File: config.mk
export PLATFORM = sky130hd
export DESIGN_NAME = dma0_sequencer
export DESIGN_NICKNAME = d
export VERILOG_FILES = /design/src/design/dma0_pkg.sv /design/src/design/dma0_sequencer.sv
export VERILOG_INCLUDE_DIRS = /design/src /design/src/design
export SDC_FILE = /design/constraint.sdc
export NUM_CORES = 1
export LEC_CHECK = 0
export BUFFER_PORTS_ARGS = -buffer_cell sky130_fd_sc_hd__buf_2
export CORE_UTILIZATION = 43
export CTS_CLUSTER_DIAMETER = 30
export CTS_CLUSTER_SIZE = 28
export DETAILED_ROUTE_END_ITERATION = 16
export GPL_TIMING_DRIVEN = 0
export PLACE_DENSITY_LB_ADDON = 0.2
export SLEW_MARGIN = 40
export SYNTH_ARGS = -nofsm -noshare
export SYNTH_HDL_FRONTEND = slang
export SYNTH_SLANG_ARGS = --single-unit
export TNS_END_PERCENT = 100
File: constraint.sdc
create_clock -name sys_clk -period 4.1 [get_ports sys_clk]
set_input_delay 0.82 -clock sys_clk [delete_from_list [all_inputs] [get_ports sys_clk]]
set_output_delay 0.82 -clock sys_clk [all_outputs]
set_load 0.02 [all_outputs]
File: src/design/dma0_consts.svh
// Constants for the channel 0 transfer sequencer
`ifndef DMA0_CONSTS_SVH
`define DMA0_CONSTS_SVH
`define ADDR_W 20
`define COUNT_W 16
`define REQ_SEL_LO 16
`define REQ_SEL_HI 17
`define REQ_SEL_PIN 2'h0
`define REQ_SEL_CH0 2'h1
`define REQ_SEL_CH1 2'h2
`define MODE_INC 2'h0
`define MODE_DEC 2'h1
`define MODE_FIXED 2'h2
`define MODE_IO 2'h3
`endif

File: src/design/dma0_pkg.sv
// Types for the channel 0 transfer sequencer
package dma0_pkg;
    typedef enum logic [5:0] {
        ST_IDLE = 6'h01,
        ST_START = 6'h02,
        ST_READ = 6'h04,
        ST_WRITE = 6'h08,
        ST_CPU = 6'h10,
        ST_WAITREQ = 6'h20
    } seq_state_t;
    typedef logic [1:0] addr_mode_t;
endpackage

File: src/design/dma0_sequencer.sv
// Channel 0 transfer sequencer: memory, I/O and serial-unit pacing
// Notes on behaviour
// - Memory-to-memory transfers ignore the request pin and are self-timed; fixed-to-fixed pairs wait for a request instead.
// - Self-timed modes keep transferring up to the byte moved at count zero, one byte more than the loaded count.
// - Burst mode holds the bus until the transfer completes.
// - Cycle-steal alternates one processor machine cycle with one byte transfer.
// - First memory transfer begins one machine cycle after enable is set.
// - Burst-select one picks burst, zero picks cycle-steal.
// - I/O transfers are paced by the active-low request input.
// - In I/O modes only, end-of-transfer output goes low during the write of the final byte.
// - Level sense: run while low; if high, release after current byte.
// - Level sense samples the request in the state before T3.
// - Edge sense: a falling request edge starts transfers.
// - Edge sense: a new edge before write T3 continues, else release.
// - While processor owns bus, a falling edge restarts transfers.
// - Sense select zero is level, one is edge; resets to zero.
// - Memory-to-I/O mode forces the shared request pin to input; here only while the channel is enabled.
// - Shared pin becomes end-of-transfer output when serial clock 1 disabled.
// - Serial transfers use transmit-empty or receive-full flags, not the pin.
// - Source bits 17:16 pick pin, receive-full 0, receive-full 1, reserved.
// - Dest bits 17:16 pick pin, transmit-empty 0, transmit-empty 1, reserved.
// - At count zero clear enable; enable clear and irq enable raise irq.
`timescale 1ns/1ps
`default_nettype none
`include "dma0_consts.svh"

module dma0_sequencer #(
    parameter int ADDR_W = `ADDR_W,
    parameter int COUNT_W = `COUNT_W
) (
    // Clock and reset
    input wire logic sys_clk,
    input wire logic sys_rst,
    // Software control
    input wire logic enable_wr,
    input wire logic channel_enable_wdata,
    input wire logic enable_write_mask,
    input wire logic load_wr,
    input wire logic [ADDR_W-1:0] source_load,
    input wire logic [ADDR_W-1:0] dest_load,
    input wire logic [COUNT_W-1:0] count_load,
    input wire dma0_pkg::addr_mode_t source_mode,
    input wire dma0_pkg::addr_mode_t dest_mode,
    input wire logic burst_select,
    input wire logic request_sense_select,
    input wire logic done_irq_enable,
    input wire logic serial_clock1_disable,
    input wire logic serial_clock0_out_en,
    // Bus cycle progress: high when T2 or wait state ends next edge into T3
    input wire logic pre_t3,
    // Request sources
    input wire logic xfer_request_in_n,
    input wire logic [1:0] tx_holding_empty,
    input wire logic [1:0] rx_holding_full,
    // Status and bus use
    output logic channel_enable,
    output logic dma_irq,
    output logic bus_hold,
    output logic read_cycle,
    output logic write_cycle,
    output logic transfer_end_out_n,
    output logic transfer_end_oe,
    output logic serial_clock_pin0_oe,
    output logic [ADDR_W-1:0] source_pointer,
    output logic [ADDR_W-1:0] dest_pointer,
    output logic [COUNT_W-1:0] byte_count
);
    import dma0_pkg::*;

    seq_state_t state_q;
    seq_state_t state_d;
    logic req_prev_q;
    logic edge_seen_q;
    logic io_mode;
    logic mem_mode;
    logic serial_req;
    logic [1:0] req_sel;
    logic ext_req;
    logic req_now;
    logic last_byte;
    logic fall_edge;
    logic edge_take;

    function automatic logic [ADDR_W-1:0] step_addr(input logic [ADDR_W-1:0] a, input addr_mode_t m);
        case (m)
            `MODE_INC: step_addr = a + ADDR_W'(1);
            `MODE_DEC: step_addr = a - ADDR_W'(1);
            default: step_addr = a;
        endcase
    endfunction

    // Request source field, same bits in either pointer
    function automatic logic [1:0] req_field(input logic [ADDR_W-1:0] a);
        req_field = a[`REQ_SEL_HI:`REQ_SEL_LO];
    endfunction

    assign io_mode = (source_mode == `MODE_IO) || (dest_mode == `MODE_IO);
    assign mem_mode = !io_mode && !(source_mode == `MODE_FIXED && dest_mode == `MODE_FIXED);
    // The I/O side's pointer carries the field; a memory address above 64K
    // on the other side must not steal the request from the pin
    always_comb begin
        if (dest_mode == `MODE_IO) begin
            req_sel = req_field(dest_pointer);
        end else begin
            req_sel = req_field(source_pointer);
        end
    end
    always_comb begin
        serial_req = 1'b0;
        case (req_sel)
            `REQ_SEL_CH0: serial_req = (dest_mode == `MODE_IO) ?
                                      tx_holding_empty[0] : rx_holding_full[0];
            `REQ_SEL_CH1: serial_req = (dest_mode == `MODE_IO) ?
                                      tx_holding_empty[1] : rx_holding_full[1];
            default: serial_req = 1'b0;
        endcase
    end
    assign ext_req = (req_sel == `REQ_SEL_PIN);
    assign fall_edge = req_prev_q && !xfer_request_in_n;
    // Request seen at pre-T3 edge
    assign req_now = !ext_req ? serial_req :
                     (request_sense_select ? (edge_seen_q || fall_edge) : !xfer_request_in_n);
    assign last_byte = (byte_count == '0);
    assign edge_take = pre_t3 && (state_q == ST_WRITE || state_q == ST_WAITREQ);

    always_ff @(posedge sys_clk or posedge sys_rst) begin
        if (sys_rst) begin
            req_prev_q <= 1'b1;
        end else begin
            req_prev_q <= xfer_request_in_n;
        end
    end

    // Edge latch; an edge used at the same pre-T3 edge is not kept,
    // else it would fetch a second byte. Edges while off are dropped.
    always_ff @(posedge sys_clk or posedge sys_rst) begin
        if (sys_rst) begin
            edge_seen_q <= 1'b0;
        end else if (edge_take) begin
            edge_seen_q <= 1'b0;
        end else if (fall_edge && channel_enable) begin
            edge_seen_q <= 1'b1;
        end else if (!channel_enable) begin
            edge_seen_q <= 1'b0;
        end
    end

    always_ff @(posedge sys_clk or posedge sys_rst) begin
        if (sys_rst) begin
            channel_enable <= 1'b0;
        end else if (state_q == ST_WRITE && pre_t3 && last_byte) begin
            channel_enable <= 1'b0;
        end else if (enable_wr && !enable_write_mask) begin
            channel_enable <= channel_enable_wdata;
        end
    end

    always_ff @(posedge sys_clk or posedge sys_rst) begin
        if (sys_rst) begin
            dma_irq <= 1'b0;
        end else begin
            dma_irq <= !channel_enable && done_irq_enable;
        end
    end

    always_comb begin
        state_d = state_q;
        case (state_q)
            ST_IDLE: if (channel_enable) state_d = mem_mode ? ST_START : ST_WAITREQ;
            ST_START: if (pre_t3) state_d = ST_READ;
            ST_WAITREQ: if (pre_t3 && req_now) state_d = ST_READ;
            ST_READ: if (pre_t3) state_d = ST_WRITE;
            ST_WRITE: begin
                if (pre_t3) begin
                    if (last_byte) state_d = ST_IDLE;
                    else if (mem_mode) state_d = burst_select ? ST_READ : ST_CPU;
                    else state_d = req_now ? ST_READ : ST_WAITREQ;
                end
            end
            ST_CPU: if (pre_t3) state_d = ST_READ;
            default: state_d = ST_IDLE;
        endcase
        if (!channel_enable && state_q != ST_WRITE) state_d = ST_IDLE;
    end

    always_ff @(posedge sys_clk or posedge sys_rst) begin
        if (sys_rst) begin
            state_q <= ST_IDLE;
        end else begin
            state_q <= state_d;
        end
    end

    always_ff @(posedge sys_clk or posedge sys_rst) begin
        if (sys_rst) begin
            bus_hold <= 1'b0;
            read_cycle <= 1'b0;
            write_cycle <= 1'b0;
        end else begin
            bus_hold <= (state_d == ST_READ) || (state_d == ST_WRITE);
            read_cycle <= (state_d == ST_READ);
            write_cycle <= (state_d == ST_WRITE);
        end
    end

    // Pointers and count load only while the channel is off
    always_ff @(posedge sys_clk or posedge sys_rst) begin
        if (sys_rst) begin
            source_pointer <= '0;
            dest_pointer <= '0;
            byte_count <= '0;
        end else if (load_wr && !channel_enable) begin
            source_pointer <= source_load;
            dest_pointer <= dest_load;
            byte_count <= count_load;
        end else if (state_q == ST_WRITE && pre_t3) begin
            source_pointer <= step_addr(source_pointer, source_mode);
            dest_pointer <= step_addr(dest_pointer, dest_mode);
            if (!last_byte) byte_count <= byte_count - COUNT_W'(1);
        end
    end

    always_ff @(posedge sys_clk or posedge sys_rst) begin
        if (sys_rst) begin
            transfer_end_out_n <= 1'b1;
            transfer_end_oe <= 1'b0;
            serial_clock_pin0_oe <= 1'b0;
        end else begin
            transfer_end_out_n <= !(state_d == ST_WRITE && last_byte && io_mode);
            transfer_end_oe <= serial_clock1_disable;
            serial_clock_pin0_oe <= serial_clock0_out_en && !(channel_enable && io_mode);
        end
    end

    property p_irq_level;
        @(posedge sys_clk) disable iff (sys_rst) (!channel_enable && done_irq_enable) |=> dma_irq;
    endproperty
    a_irq_level: assert property (p_irq_level) else $error("irq missing");
    property p_end_clears;
        @(posedge sys_clk) disable iff (sys_rst) (state_q == ST_WRITE && pre_t3 && last_byte) |=> !channel_enable;
    endproperty
    a_end_clears: assert property (p_end_clears) else $error("enable not cleared");
    property p_burst;
        @(posedge sys_clk) disable iff (sys_rst)
            (state_q == ST_WRITE && pre_t3 && !last_byte && mem_mode && burst_select) |=> state_q == ST_READ;
    endproperty
    a_burst: assert property (p_burst) else $error("burst released bus");
    property p_steal;
        @(posedge sys_clk) disable iff (sys_rst)
            (state_q == ST_WRITE && pre_t3 && !last_byte && mem_mode && !burst_select) |=> state_q == ST_CPU;
    endproperty
    a_steal: assert property (p_steal) else $error("no cpu cycle");
    property p_tend;
        @(posedge sys_clk) disable iff (sys_rst) !transfer_end_out_n |-> write_cycle && last_byte;
    endproperty
    a_tend: assert property (p_tend) else $error("tend misplaced");
    property p_level_release;
        @(posedge sys_clk) disable iff (sys_rst)
            (state_q == ST_WRITE && pre_t3 && !last_byte && io_mode && !req_now) |=> state_q == ST_WAITREQ;
    endproperty
    a_level_release: assert property (p_level_release) else $error("bus kept");
    property p_pin_input;
        @(posedge sys_clk) disable iff (sys_rst) (channel_enable && io_mode) |=> !serial_clock_pin0_oe;
    endproperty
    a_pin_input: assert property (p_pin_input) else $error("request pin driven");
    property p_tend_oe;
        @(posedge sys_clk) disable iff (sys_rst) serial_clock1_disable |=> transfer_end_oe;
    endproperty
    a_tend_oe: assert property (p_tend_oe) else $error("tend pin not output");
    property p_start_delay;
        @(posedge sys_clk) disable iff (sys_rst) (channel_enable && state_q == ST_IDLE && mem_mode) |=> state_q == ST_START;
    endproperty
    a_start_delay: assert property (p_start_delay) else $error("memory start not delayed");
    property p_level_start;
        @(posedge sys_clk) disable iff (sys_rst)
            (state_q == ST_WAITREQ && pre_t3 && channel_enable && ext_req && !request_sense_select
             && !xfer_request_in_n) |=> state_q == ST_READ;
    endproperty
    a_level_start: assert property (p_level_start) else $error("level request ignored");
    property p_edge_restart;
        @(posedge sys_clk) disable iff (sys_rst)
            (state_q == ST_WAITREQ && pre_t3 && channel_enable && ext_req && request_sense_select
             && fall_edge) |=> state_q == ST_READ && !edge_seen_q;
    endproperty
    a_edge_restart: assert property (p_edge_restart) else $error("edge start wrong");
    property p_edge_single;
        @(posedge sys_clk) disable iff (sys_rst)
            (state_q == ST_WRITE && pre_t3 && !last_byte && io_mode && ext_req && request_sense_select
             && !edge_seen_q && !fall_edge) |=> state_q == ST_WAITREQ;
    endproperty
    a_edge_single: assert property (p_edge_single) else $error("byte without new edge");
    property p_count_step;
        @(posedge sys_clk) disable iff (sys_rst)
            (state_q == ST_WRITE && pre_t3 && channel_enable && !last_byte)
            |=> byte_count == $past(byte_count) - COUNT_W'(1);
    endproperty
    a_count_step: assert property (p_count_step) else $error("count not stepped");
    property p_serial_pin;
        @(posedge sys_clk) disable iff (sys_rst)
            (state_q == ST_WAITREQ && pre_t3 && channel_enable && !ext_req && !serial_req)
            |=> state_q == ST_WAITREQ;
    endproperty
    a_serial_pin: assert property (p_serial_pin) else $error("serial transfer without flag");
    c_burst: cover property (@(posedge sys_clk) state_q == ST_WRITE ##1 state_q == ST_READ);
    c_steal: cover property (@(posedge sys_clk) state_q == ST_CPU);
    c_end: cover property (@(posedge sys_clk) !transfer_end_out_n);
    c_wait: cover property (@(posedge sys_clk) state_q == ST_WAITREQ ##1 state_q == ST_READ);
endmodule // dma0_sequencer
`default_nettype wire
### Yosys cells after proc, flatten, opt, wreduce, memory -nomap -nowiden

Cells that the tools add are included.

| cells by class | value |
|---|---|
| equality and inequality tests | 19 |
| reductions and logical operators | 39 |
| $add $sub $neg | 5 |
| multiplexer cells | 32 |

Operators by type and width:

| kind | number |
|---|---|
| 20-bit two-way mux | 4 |
| 20-bit case mux with 2 select lines | 2 |
| 6-bit two-way mux | 10 |
| 16-bit two-way mux | 3 |
| 20-bit by 1-bit adder with 20-bit output, second input constant | 2 |
| 20-bit by 1-bit subtractor with 20-bit output, second input constant | 2 |
| 6-bit case mux with 5 select lines | 1 |
| 1-bit logical AND | 16 |
| 16-bit zero test | 1 |
| 16-bit by 1-bit subtractor with 16-bit output, second input constant | 1 |
| 6-bit by 3-bit == test with 1-bit output, second input constant | 2 |
| 6-bit by 4-bit == test with 1-bit output, second input constant | 2 |
| 2-bit == test, second input constant | 5 |
| 1-bit two-way mux | 9 |
| 1-bit zero test | 7 |
| 2-bit by 1-bit == test with 1-bit output, second input constant | 3 |
| 6-bit by 1-bit == test with 1-bit output, second input constant | 1 |
| 6-bit by 2-bit == test with 1-bit output, second input constant | 1 |
| 6-bit by 5-bit == test with 1-bit output, second input constant | 1 |
| 6-bit == test, second input constant | 1 |
| 2-bit zero test | 3 |
| 6-bit by 4-bit inequality test with 1-bit output, second input constant | 1 |
| 2-bit AND reduction | 3 |
| 3-bit nonzero test | 2 |
| 8 further kinds | 12 |

| word-level totals | value |
|---|---|
| output and inout port bits | 64 |
| register bits after elaboration | 72 |
| logic and storage cells | 109 |

### Logic depth before layout (Yosys ltp)

Gate-level depths: netlist of run 1.

| logic depth | value |
|---|---|
| depth in word-level cells | 15 |
| gate-level depth with buffers | 11 |
| mapped depth without buffers | 11 |

### Least setup slack after synthesis of run 1

No wires, ideal clock.

| timing path | value |
|---|---|
| path kind | input to register |
| start | in source_mode[1] |
| end | reg source_pointer[18] |
| cell stages on the path | 11 |
| setup slack | 0.613 ns |
| data arrival time | 3.353 ns |
| setup time | 0.134 ns |
| buffers on the path | 0 |
| path through | nand2b_1 > inv_1 > ha_1 > nor2b_1 > o311ai_0 > a31oi_1 > or2_2 > o221ai_1 > mux2_2 > o22ai_1 > o21ai_0 |

| between the ends | value |
|---|---|
| word-level cells in the longest chain between the ends | 4 |
| elaborated cells on any way between the ends | 7 |

Ends and longest elaborated chain:

| element | line | text |
|---|---|---|
| start: declaration | dma0_sequencer.sv:42 | `input wire dma0_pkg::addr_mode_t source_mode,` |
| 2-bit by 1-bit == test with 1-bit output / 2-bit zero test (equally long branches) | dma0_sequencer.sv:85 | `case (m)` |
| 20-bit case mux with 2 select lines | dma0_sequencer.sv:85 |  |
| 20-bit two-way mux | dma0_sequencer.sv:216 | `end else if (state_q == ST_WRITE && pre_t3) begin` |
| 20-bit two-way mux | dma0_sequencer.sv:212 | `end else if (load_wr && !channel_enable) begin` |
| end signal: assignment | dma0_sequencer.sv:213 | `source_pointer <= source_load;` |
| end signal: assignment | dma0_sequencer.sv:217 | `source_pointer <= step_addr(source_pointer, source_mode);` |
| end: declaration | dma0_sequencer.sv:64 | `output logic [ADDR_W-1:0] source_pointer,` |

Parallel ways exist; a longest one is shown, timed or not. The select of a mux whose other input is x is not followed.
A chain may end at the register's enable or synchronous reset.

### Worst setup path after layout of run 1

Same ends and word-level chain as after synthesis.

==> out/qor.txt, run 1 <==
Status -> finished, final reports clean
Critical path class -> in -> reg
Setup violations, final -> 0
Critical R2R Launch -> byte_count[7]
Worst Slack Setup Final -> 0.308 ns
Final Instance Area -> 6490 µm²
Kind of end point of the critical path -> flip-flop
Clock Latency Late Sink -> 0.35 ns
Die Span Y -> 113 µm
WL/cell -> 16.7 µm
Leak -> 3.07 nW
FMAX -> 0.264 GHz
Final estimated routing congestion in global placement -> 0.882
Total Routing Usage GR -> 0.255
Clock Skew -> 0.00518 ns
Number of synthesized flops with an enable pin -> 0
Hpwl dp -> 11,700 µm
DRT iter0 DRCs -> 276
Number of H-tree levels -> 3
Row cnt -> 40
Final Net Count -> 898
# DRC -> 0
CTS tree -> done
Post-route ant nets -> 0
Buffers on Ports -> 140
Share of cells above drive strength 1 -> 0.235
Yosys cell types -> 61
Post-synth top cells -> nand2_1 (74), dfrtp_1 (69), a21oi_1 (66)
Gr ovfl total -> 0
CTS sink cnt -> 72
Number of global-route vias before repair -> 5,105
Reg2reg path depth -> 8
Cts hold-fix bufs -> 0
Ys flop type -> dfrtp_1
Pre-Repair DR Iteration Count -> 5
Yosys Warn Count -> 0
Via count -> 5,296
Dominant cells by area after synthesis -> dfrtp_1 (33%), ha_1 (9.5%), a21oi_1 (6.3%)
Peak VDD IR -> 0.188 mV
Post-synthesis sequential area ratio -> 0.342
# IOs -> 141
Horiz. Die Dim -> 113 µm
R2R setup slack -> 1.18 ns
First-pass GRT wire length -> 25,400 µm
Worst hold-check path type -> in -> async
Crit start category -> input port
Slew Viols, Final -> 0
Core box area -> 12,000 µm²
Initial antenna violation count -> 1
Critical Path Fanout Max -> 10
Via density -> 5.68
CTS root buffer -> clkbuf_16
Crit path required time -> 4.30 ns
Synthesized area -> 5280 µm²
Routed wire length -> 15,600 µm
Placed Instance Area -> 6200 µm²
Minimum clock period after layout -> 3.79 ns
Starting Density -> 0.439
FF-to-FF End -> byte_count[15]
Mean Syn Cell Area -> 8.43 µm²
Pin slew with the least headroom to its limit -> 0.680 ns
Pre-CTS setup slack -> -0.0988 ns
Final Cycle Share -> 0.925
Final hold vios -> 0
Max-Cap Viols -> 0
Largest net degree at the start of global routing -> 57
Synth Instances -> 626
Cell Pwr Density -> 458 nW/µm²
Post-Syn Nets -> 745
Num CTS Buffers -> 9
RSZ-0062 raised after global routing -> false
Cell taking the most area after synthesis -> dfrtp_1
Die ar. -> 12,700 µm²
Final Core Density -> 0.541
FF+latch count, synth -> 72
CTS max path bufs -> 2
Area grow syn2layout -> 23.0%
Post-CTS Setup Bufs -> 0
Post-synth ARST share -> 1.00
Arrival time at the worst endpoint -> 3.99 ns
Max-slew headroom -> 0.547
Clock Pin Slew Worst Setup and Hold Paths -> 0.06 ns
Top cell type's share of synthesized area -> 0.327
Worst hold slack -> 0.393 ns
Top-count cell post-synth -> nand2_1
==> registers in the layout, summed over array words and instances, names as in the netlist <==
signal and count:
source_pointer 20, byte_count 16, transfer_end_oe 1, channel_enable 1, read_cycle 1, serial_clock_pin0_oe 1, bus_hold 1, dest_pointer 20
edge_seen_q 1, req_prev_q 1, dma_irq 1, transfer_end_out_n 1, write_cycle 1, state_q 6
==> cell usage in the layout (no fill, tap or decap), types with 3 or more instances in the layout <==
cell type / instances
nand3b_1: 4
clkbuf_16: 9
o211ai_1: 3
nand2b_1: 8
nor3_1: 16
or3_1: 3
mux2i_1: 3
nand3_1: 11
a31oi_1: 8
dfrtp_1: 69
mux2_2: 4
a21oi_1: 66
buf_2: 142
a211oi_1: 6
o21ai_0: 65
nand2_1: 74
ha_1: 40
or2_2: 5
clkbuf_1: 18
o221ai_1: 3
o22ai_1: 3
o21bai_1: 3
xor2_1: 15
o21a_1: 5
or4_1: 3
clkinvlp_4: 3
inv_1: 12
nor4_1: 7
xnor2_1: 30
and2_1: 3
dfstp_2: 3
a211o_1: 3
a21o_1: 17
nor2_1: 47
and3_1: 17
nor2b_1: 14
==> logic make-up after synthesis <==
kind of cell               after synthesis  synth area share
AOI/OAI and AO/OA                      201             0.228
xor gates and xnor gates                45            0.0747
adders and majority gates               42             0.102
muxes                                    7            0.0142
and+or+nand+nor                        224             0.213
DFF                                     72             0.342
buffers and inverters                   35            0.0254
==> power by group <==
part | switching, W | internal, W | total (W)
combinational | 0.000713 | 0.000500 | 0.00121
sequential | 0.000144 | 0.000845 | 0.000989
clock | 0.000328 | 0.000443 | 0.000771
==> repair_timing <==
action | in CTS | in global routing
resized for setup | 0 | 1
setup endpoints to repair | 0 | 1
endpoints found under the hold margin | 0 | 0
==> worst max path at each step <==
stage                              end      startpoint  cells after the start
floorplan           source_pointer[18]  source_mode[1]                     11
global placement    source_pointer[18]  source_mode[1]                     12
detailed placement  source_pointer[18]  source_mode[1]                     12
CTS                 source_pointer[18]  source_mode[1]                     12
global route        source_pointer[18]  source_mode[1]                     12
finish              source_pointer[18]  source_mode[1]                     12
==> layer usage <==
metal | global-route usage | vias to the layer above | routed length [µm]
met1 | 0.326 | 2521 | 6740
met2 | 0.428 | 171 | 7640
met4 | 0.106 | 0 | 363
met3 | 0.0423 | 25 | 859
li1 | - | 2579 | -
met5 | 0 | - | 0
==> worst max-delay path: stages <==
cell        delay (ns)
buf_2             0.12
nand2b_1          0.31
clkinvlp_4        0.32
ha_1              0.39
nor2b_1           0.18
o311ai_0          0.44
a31oi_1           0.18
or2_2             0.34
o221ai_1          0.32
mux2_2            0.38
o22ai_1           0.10
o21ai_0           0.08
==> area by class of cell <==
| class | instances | area [µm²] |
|---|---|---|
| Inverter | 14 | 61.3 |
| Timing Repair Buffer | 141 | 728 |
| Timing Repair inverter | 1 | 5.00 |
| Buffer | 21 | 81.3 |
| Tap cell | 147 | 184 |
| Sequential cell | 72 | 1810 |
| Multi-Input combinational cell | 519 | 3340 |
| Clock inverter | 4 | 28.8 |
| Clock buffer | 12 | 256 |
| Fill cell | 1186 | 5520 |
| Antenna cell | 1 | 2.50 |
==> stage by stage <==
stage | setup TNS [ns] | power, W | instances
floorplan | 0 | 0.00183 | 626
global placement | -0.0925 | 0.00216 | 913
detailed placement | -0.0988 | 0.00220 | 914
CTS | 0 | 0.00298 | 930
global route | 0 | 0.00316 | 931
finish | 0 | 0.00297 | 932
Power figures use the tool's default switching activity.
==> run 2: changes to the inputs <==
--- a/config.mk
+++ b/config.mk
@@ -6,6 +6,7 @@
 export SDC_FILE = /design/constraint.sdc
 export NUM_CORES = 1
 export LEC_CHECK = 0
+export ABC_AREA = 1
 export BUFFER_PORTS_ARGS = -buffer_cell sky130_fd_sc_hd__buf_2
 export CORE_UTILIZATION = 43
 export CTS_CLUSTER_DIAMETER = 30
==> constraint.sdc (replaced) <==
create_clock -name sys_clk -period 4.1 [get_ports sys_clk]
set_input_delay 0.205 -clock sys_clk [delete_from_list [all_inputs] [get_ports sys_clk]]
set_output_delay 0.205 -clock sys_clk [all_outputs]
set_load 0.02 [all_outputs]
==> run 2 against run 1 <==
- core utilization down 0.39 points
- synthesized area rose by 18%
- setup slack better by 1.1 ns
- sequential share of layout area shrank 3.8 points
- die area increased by 17%
- register-to-register slack better by 0.48 ns
- critical path type unchanged
==> out/qor.txt, run 2 <==
Yosys Warn Count -> 0 (unchanged)
Number of global-route vias before repair -> 6,412 (was 5,105)
Pre-CTS setup slack -> 1.11 ns (was -0.0988 ns)
# DRC -> 0 (unchanged)
Kind of end point of the critical path -> flip-flop (unchanged)
Met2 Use GR -> 0.456 (was 0.428)
Largest net degree at the start of global routing -> 44 (was 57)
Post-route ant nets -> 0 (unchanged)
Critical path class -> in -> reg (unchanged)
Most frequent cells in the layout -> nand2_1 (249), buf_2 (146), nor2_1 (137) (was buf_2 (142), nand2_1 (74), dfrtp_1 (69))
CTS max path bufs -> 2 (unchanged)
# IOs -> 141 (unchanged)
CTS root buffer -> clkbuf_16 (unchanged)
Critical R2R Launch -> dest_pointer[0] (was byte_count[7])
Die ar. -> 14,900 µm² (was 12,700 µm²)
Status -> finished, final reports clean (unchanged)
Ys flop type -> dfrtp_1 (unchanged)
Yosys cell types -> 51 (was 61)
CTS sink cnt -> 72 (unchanged)
Commonest non-fill, non-tap cell in the layout -> nand2_1 (was buf_2)
Clock Latency Late Sink -> 0.35 ns (about the same)
Hpwl dp -> 15,200 µm (was 11,700 µm)
Final hold vios -> 0 (unchanged)
Mean Syn Cell Area -> 6.57 µm² (was 8.43 µm²)
FF+latch count, synth -> 72 (unchanged)
Post-synthesis sequential area ratio -> 0.290 (was 0.342)
Arrival time at the worst endpoint -> 2.90 ns (was 3.99 ns)
Max-Cap Viols -> 0 (unchanged)
# fillers -> 1,479 (was 1,186)
DRT iter0 DRCs -> 425 (was 276)
Post-Syn Nets -> 1,066 (was 745)
FF-to-FF End -> dest_pointer[16] (was byte_count[15])
Final Net Count -> 1,221 (was 898)
Leak -> 3.95 nW (was 3.07 nW)
Clock Skew -> 0.0117 ns (was 0.00518 ns)
Largest registers -> dest_pointer: 20 flops, source_pointer: 20 flops, byte_count: 16 flops (unchanged)
R2R setup slack -> 1.66 ns (was 1.18 ns)
WL/cell -> 15.2 µm (was 16.7 µm)
Synthesized area -> 6220 µm² (was 5280 µm²)
Max-slew headroom -> 0.485 (was 0.547)
Post-synth top cells -> nand2_1 (249), nor2_1 (138), inv_1 (94) (was nand2_1 (74), dfrtp_1 (69), a21oi_1 (66))
Final Instance Area -> 7510 µm² (was 6490 µm²)
Clock Pin Slew Worst Setup and Hold Paths -> 0.06 ns (about the same)
Row cnt -> 43 (was 40)
Starting Density -> 0.444 (was 0.439)
Worst hold-check path type -> in -> reg (was in -> async)
Final Cycle Share -> 0.653 (was 0.925)
CTS tree -> done (unchanged)
Dominant cells by area after synthesis -> dfrtp_1 (28%), nand2_1 (15%), nor2_1 (8.3%) (was dfrtp_1 (33%), ha_1 (9.5%), a21oi_1 (6.3%))
Via density -> 5.28 (was 5.68)
GR peak layer -> met2 (unchanged)
Buffers on Ports -> 140 (unchanged)
Setup_tns -> 0 ns (unchanged)
Post-synth ARST share -> 1.00 (unchanged)
Top-count cell post-synth -> nand2_1 (unchanged)
Number of synthesized flops with an enable pin -> 0 (unchanged)
Peak VDD IR -> 0.341 mV (was 0.188 mV)
Die Span Y -> 122 µm (was 113 µm)
Top cell type's share of synthesized area -> 0.278 (was 0.327)
Worst Slack Setup Final -> 1.42 ns (was 0.308 ns)
Synth Instances -> 947 (was 626)
GR Layer Usage met3 -> 0.0497 (was 0.0423)
Crit path to -> dest_pointer[13] (was source_pointer[18])
Pre-Repair DR Iteration Count -> 5 (unchanged)
Setup violations, final -> 0 (unchanged)
Crit path required time -> 4.32 ns (was 4.30 ns)
Horiz. Die Dim -> 122 µm (was 113 µm)
Pin slew with the least headroom to its limit -> 0.772 ns (was 0.680 ns)
Total Routing Usage GR -> 0.272 (was 0.255)
Via count -> 6,804 (was 5,296)
Number of H-tree levels -> 3 (unchanged)
Post-CTS Setup Bufs -> 0 (unchanged)
Final estimated routing congestion in global placement -> 0.935 (was 0.882)
Cell Pwr Density -> 575 nW/µm² (was 458 nW/µm²)
Critical Path Fanout Max -> 18 (was 10)
Crit start category -> input port (unchanged)
Share of cells above drive strength 1 -> 0.185 (was 0.235)
Area grow syn2layout -> 20.7% (was 23.0%)
FMAX -> 0.373 GHz (was 0.264 GHz)
Initial antenna violation count -> 0 (was 1)
Met1 usage -> 0.352 (was 0.326)
Gr ovfl total -> 0 (unchanged)
Core box area -> 14,000 µm² (was 12,000 µm²)
First-pass GRT wire length -> 31,500 µm (was 25,400 µm)
Slew Viols, Final -> 0 (unchanged)
Placed Instance Area -> 7180 µm² (was 6200 µm²)
Reg2reg path depth -> 12 (was 8)
Minimum clock period after layout -> 2.68 ns (was 3.79 ns)
Cell taking the most area after synthesis -> dfrtp_1 (unchanged)
RSZ-0062 raised after global routing -> false (unchanged)
Routed wire length -> 19,500 µm (was 15,600 µm)
Critical Path Start -> dest_mode[1] (was source_mode[1])
Num CTS Buffers -> 9 (unchanged)
-- run 2: worst max-delay path: stages --
cell     delay [ns]
buf_2          0.12
inv_1          0.12
nand2_1        0.16
inv_1          0.56
ha_1           0.42
a21oi_1        0.32
o21ai_0        0.19
a21oi_1        0.15
o21ai_0        0.14
nand2_1        0.09
nand2_1        0.04
o21ai_0        0.29
nand2_1        0.09
-- run 2: worst min path at each step --
stage,from,end,slack [ns],cells past startpoint
2_1_floorplan,xfer_request_in_n,req_prev_q,0.21,0
3_5_place_dp,sys_rst,byte_count[14],0.21,2
6_report,done_irq_enable,dma_irq,0.06,3
5_1_grt,done_irq_enable,dma_irq,0.09,3
4_1_cts,done_irq_enable,dma_irq,0.05,3
3_3_place_gp,serial_clock1_disable,transfer_end_oe,0.31,1
-- run 2: through the flow --
| stage | utilization | power [W] | std cells | hold WS [ns] |
|---|---|---|---|---|
| floorplan | - | 0.00282 | 947 | 0.209 |
| global placement | 0.511 | 0.00347 | 1267 | 0.313 |
| detailed placement | 0.514 | 0.00351 | 1268 | 0.209 |
| CTS | 0.536 | 0.00433 | 1287 | 0.0534 |
| global route | 0.536 | 0.00469 | 1287 | 0.0911 |
| finish | 0.537 | 0.00431 | 1288 | 0.0618 |
-- run 2: what timing repair did --
action,in CTS,in global routing
setup endpoints to repair,0,0
gates resized for setup,0,0
hold endpoints to repair,30,0
hold buffers,3,0
-- run 2: cell families (layout without fill, tap and decap cells) --
family / after synthesis / after routing / share of synthesized area
adder cells (fa/ha/maj): 42 / 42 / 0.0869
other: 0 / 1 / 0
XOR/XNOR: 10 / 10 / 0.0141
flip-flops: 72 / 72 / 0.290
AO/OA/AOI/OAI: 175 / 175 / 0.164
buffers and inverters: 122 / 282 / 0.0789
AND/OR/NAND/NOR: 526 / 526 / 0.366
-- run 2: layer usage --
metal,part of all wire,up-vias
li1,-,3464
met1,0.45,3134
met2,0.48,170
met3,0.048,36
met4,0.026,0
met5,0,-
-- run 2: cell type report --
type | count | area [µm²] | share of cell area
Clock buffer | 10 | 229 | 0.0305
Multi-Input combinational cell | 753 | 3930 | 0.523
Buffer | 20 | 105 | 0.0140
Sequential cell | 72 | 1810 | 0.241
Clock inverter | 6 | 61.3 | 0.00817
Tap cell | 180 | 225 | 0.0300
Timing Repair Buffer | 144 | 758 | 0.101
Inverter | 102 | 390 | 0.0520
Antenna cell | 1 | 2.50 | 0.000333
-- run 2: report_power, final --
part	internal (W)	switching, W	total, W
combinational	0.000823	0.00154	0.00237
sequential	0.000923	0.000225	0.00115
clock	0.000469	0.000329	0.000799
total	0.00222	0.00210	0.00431
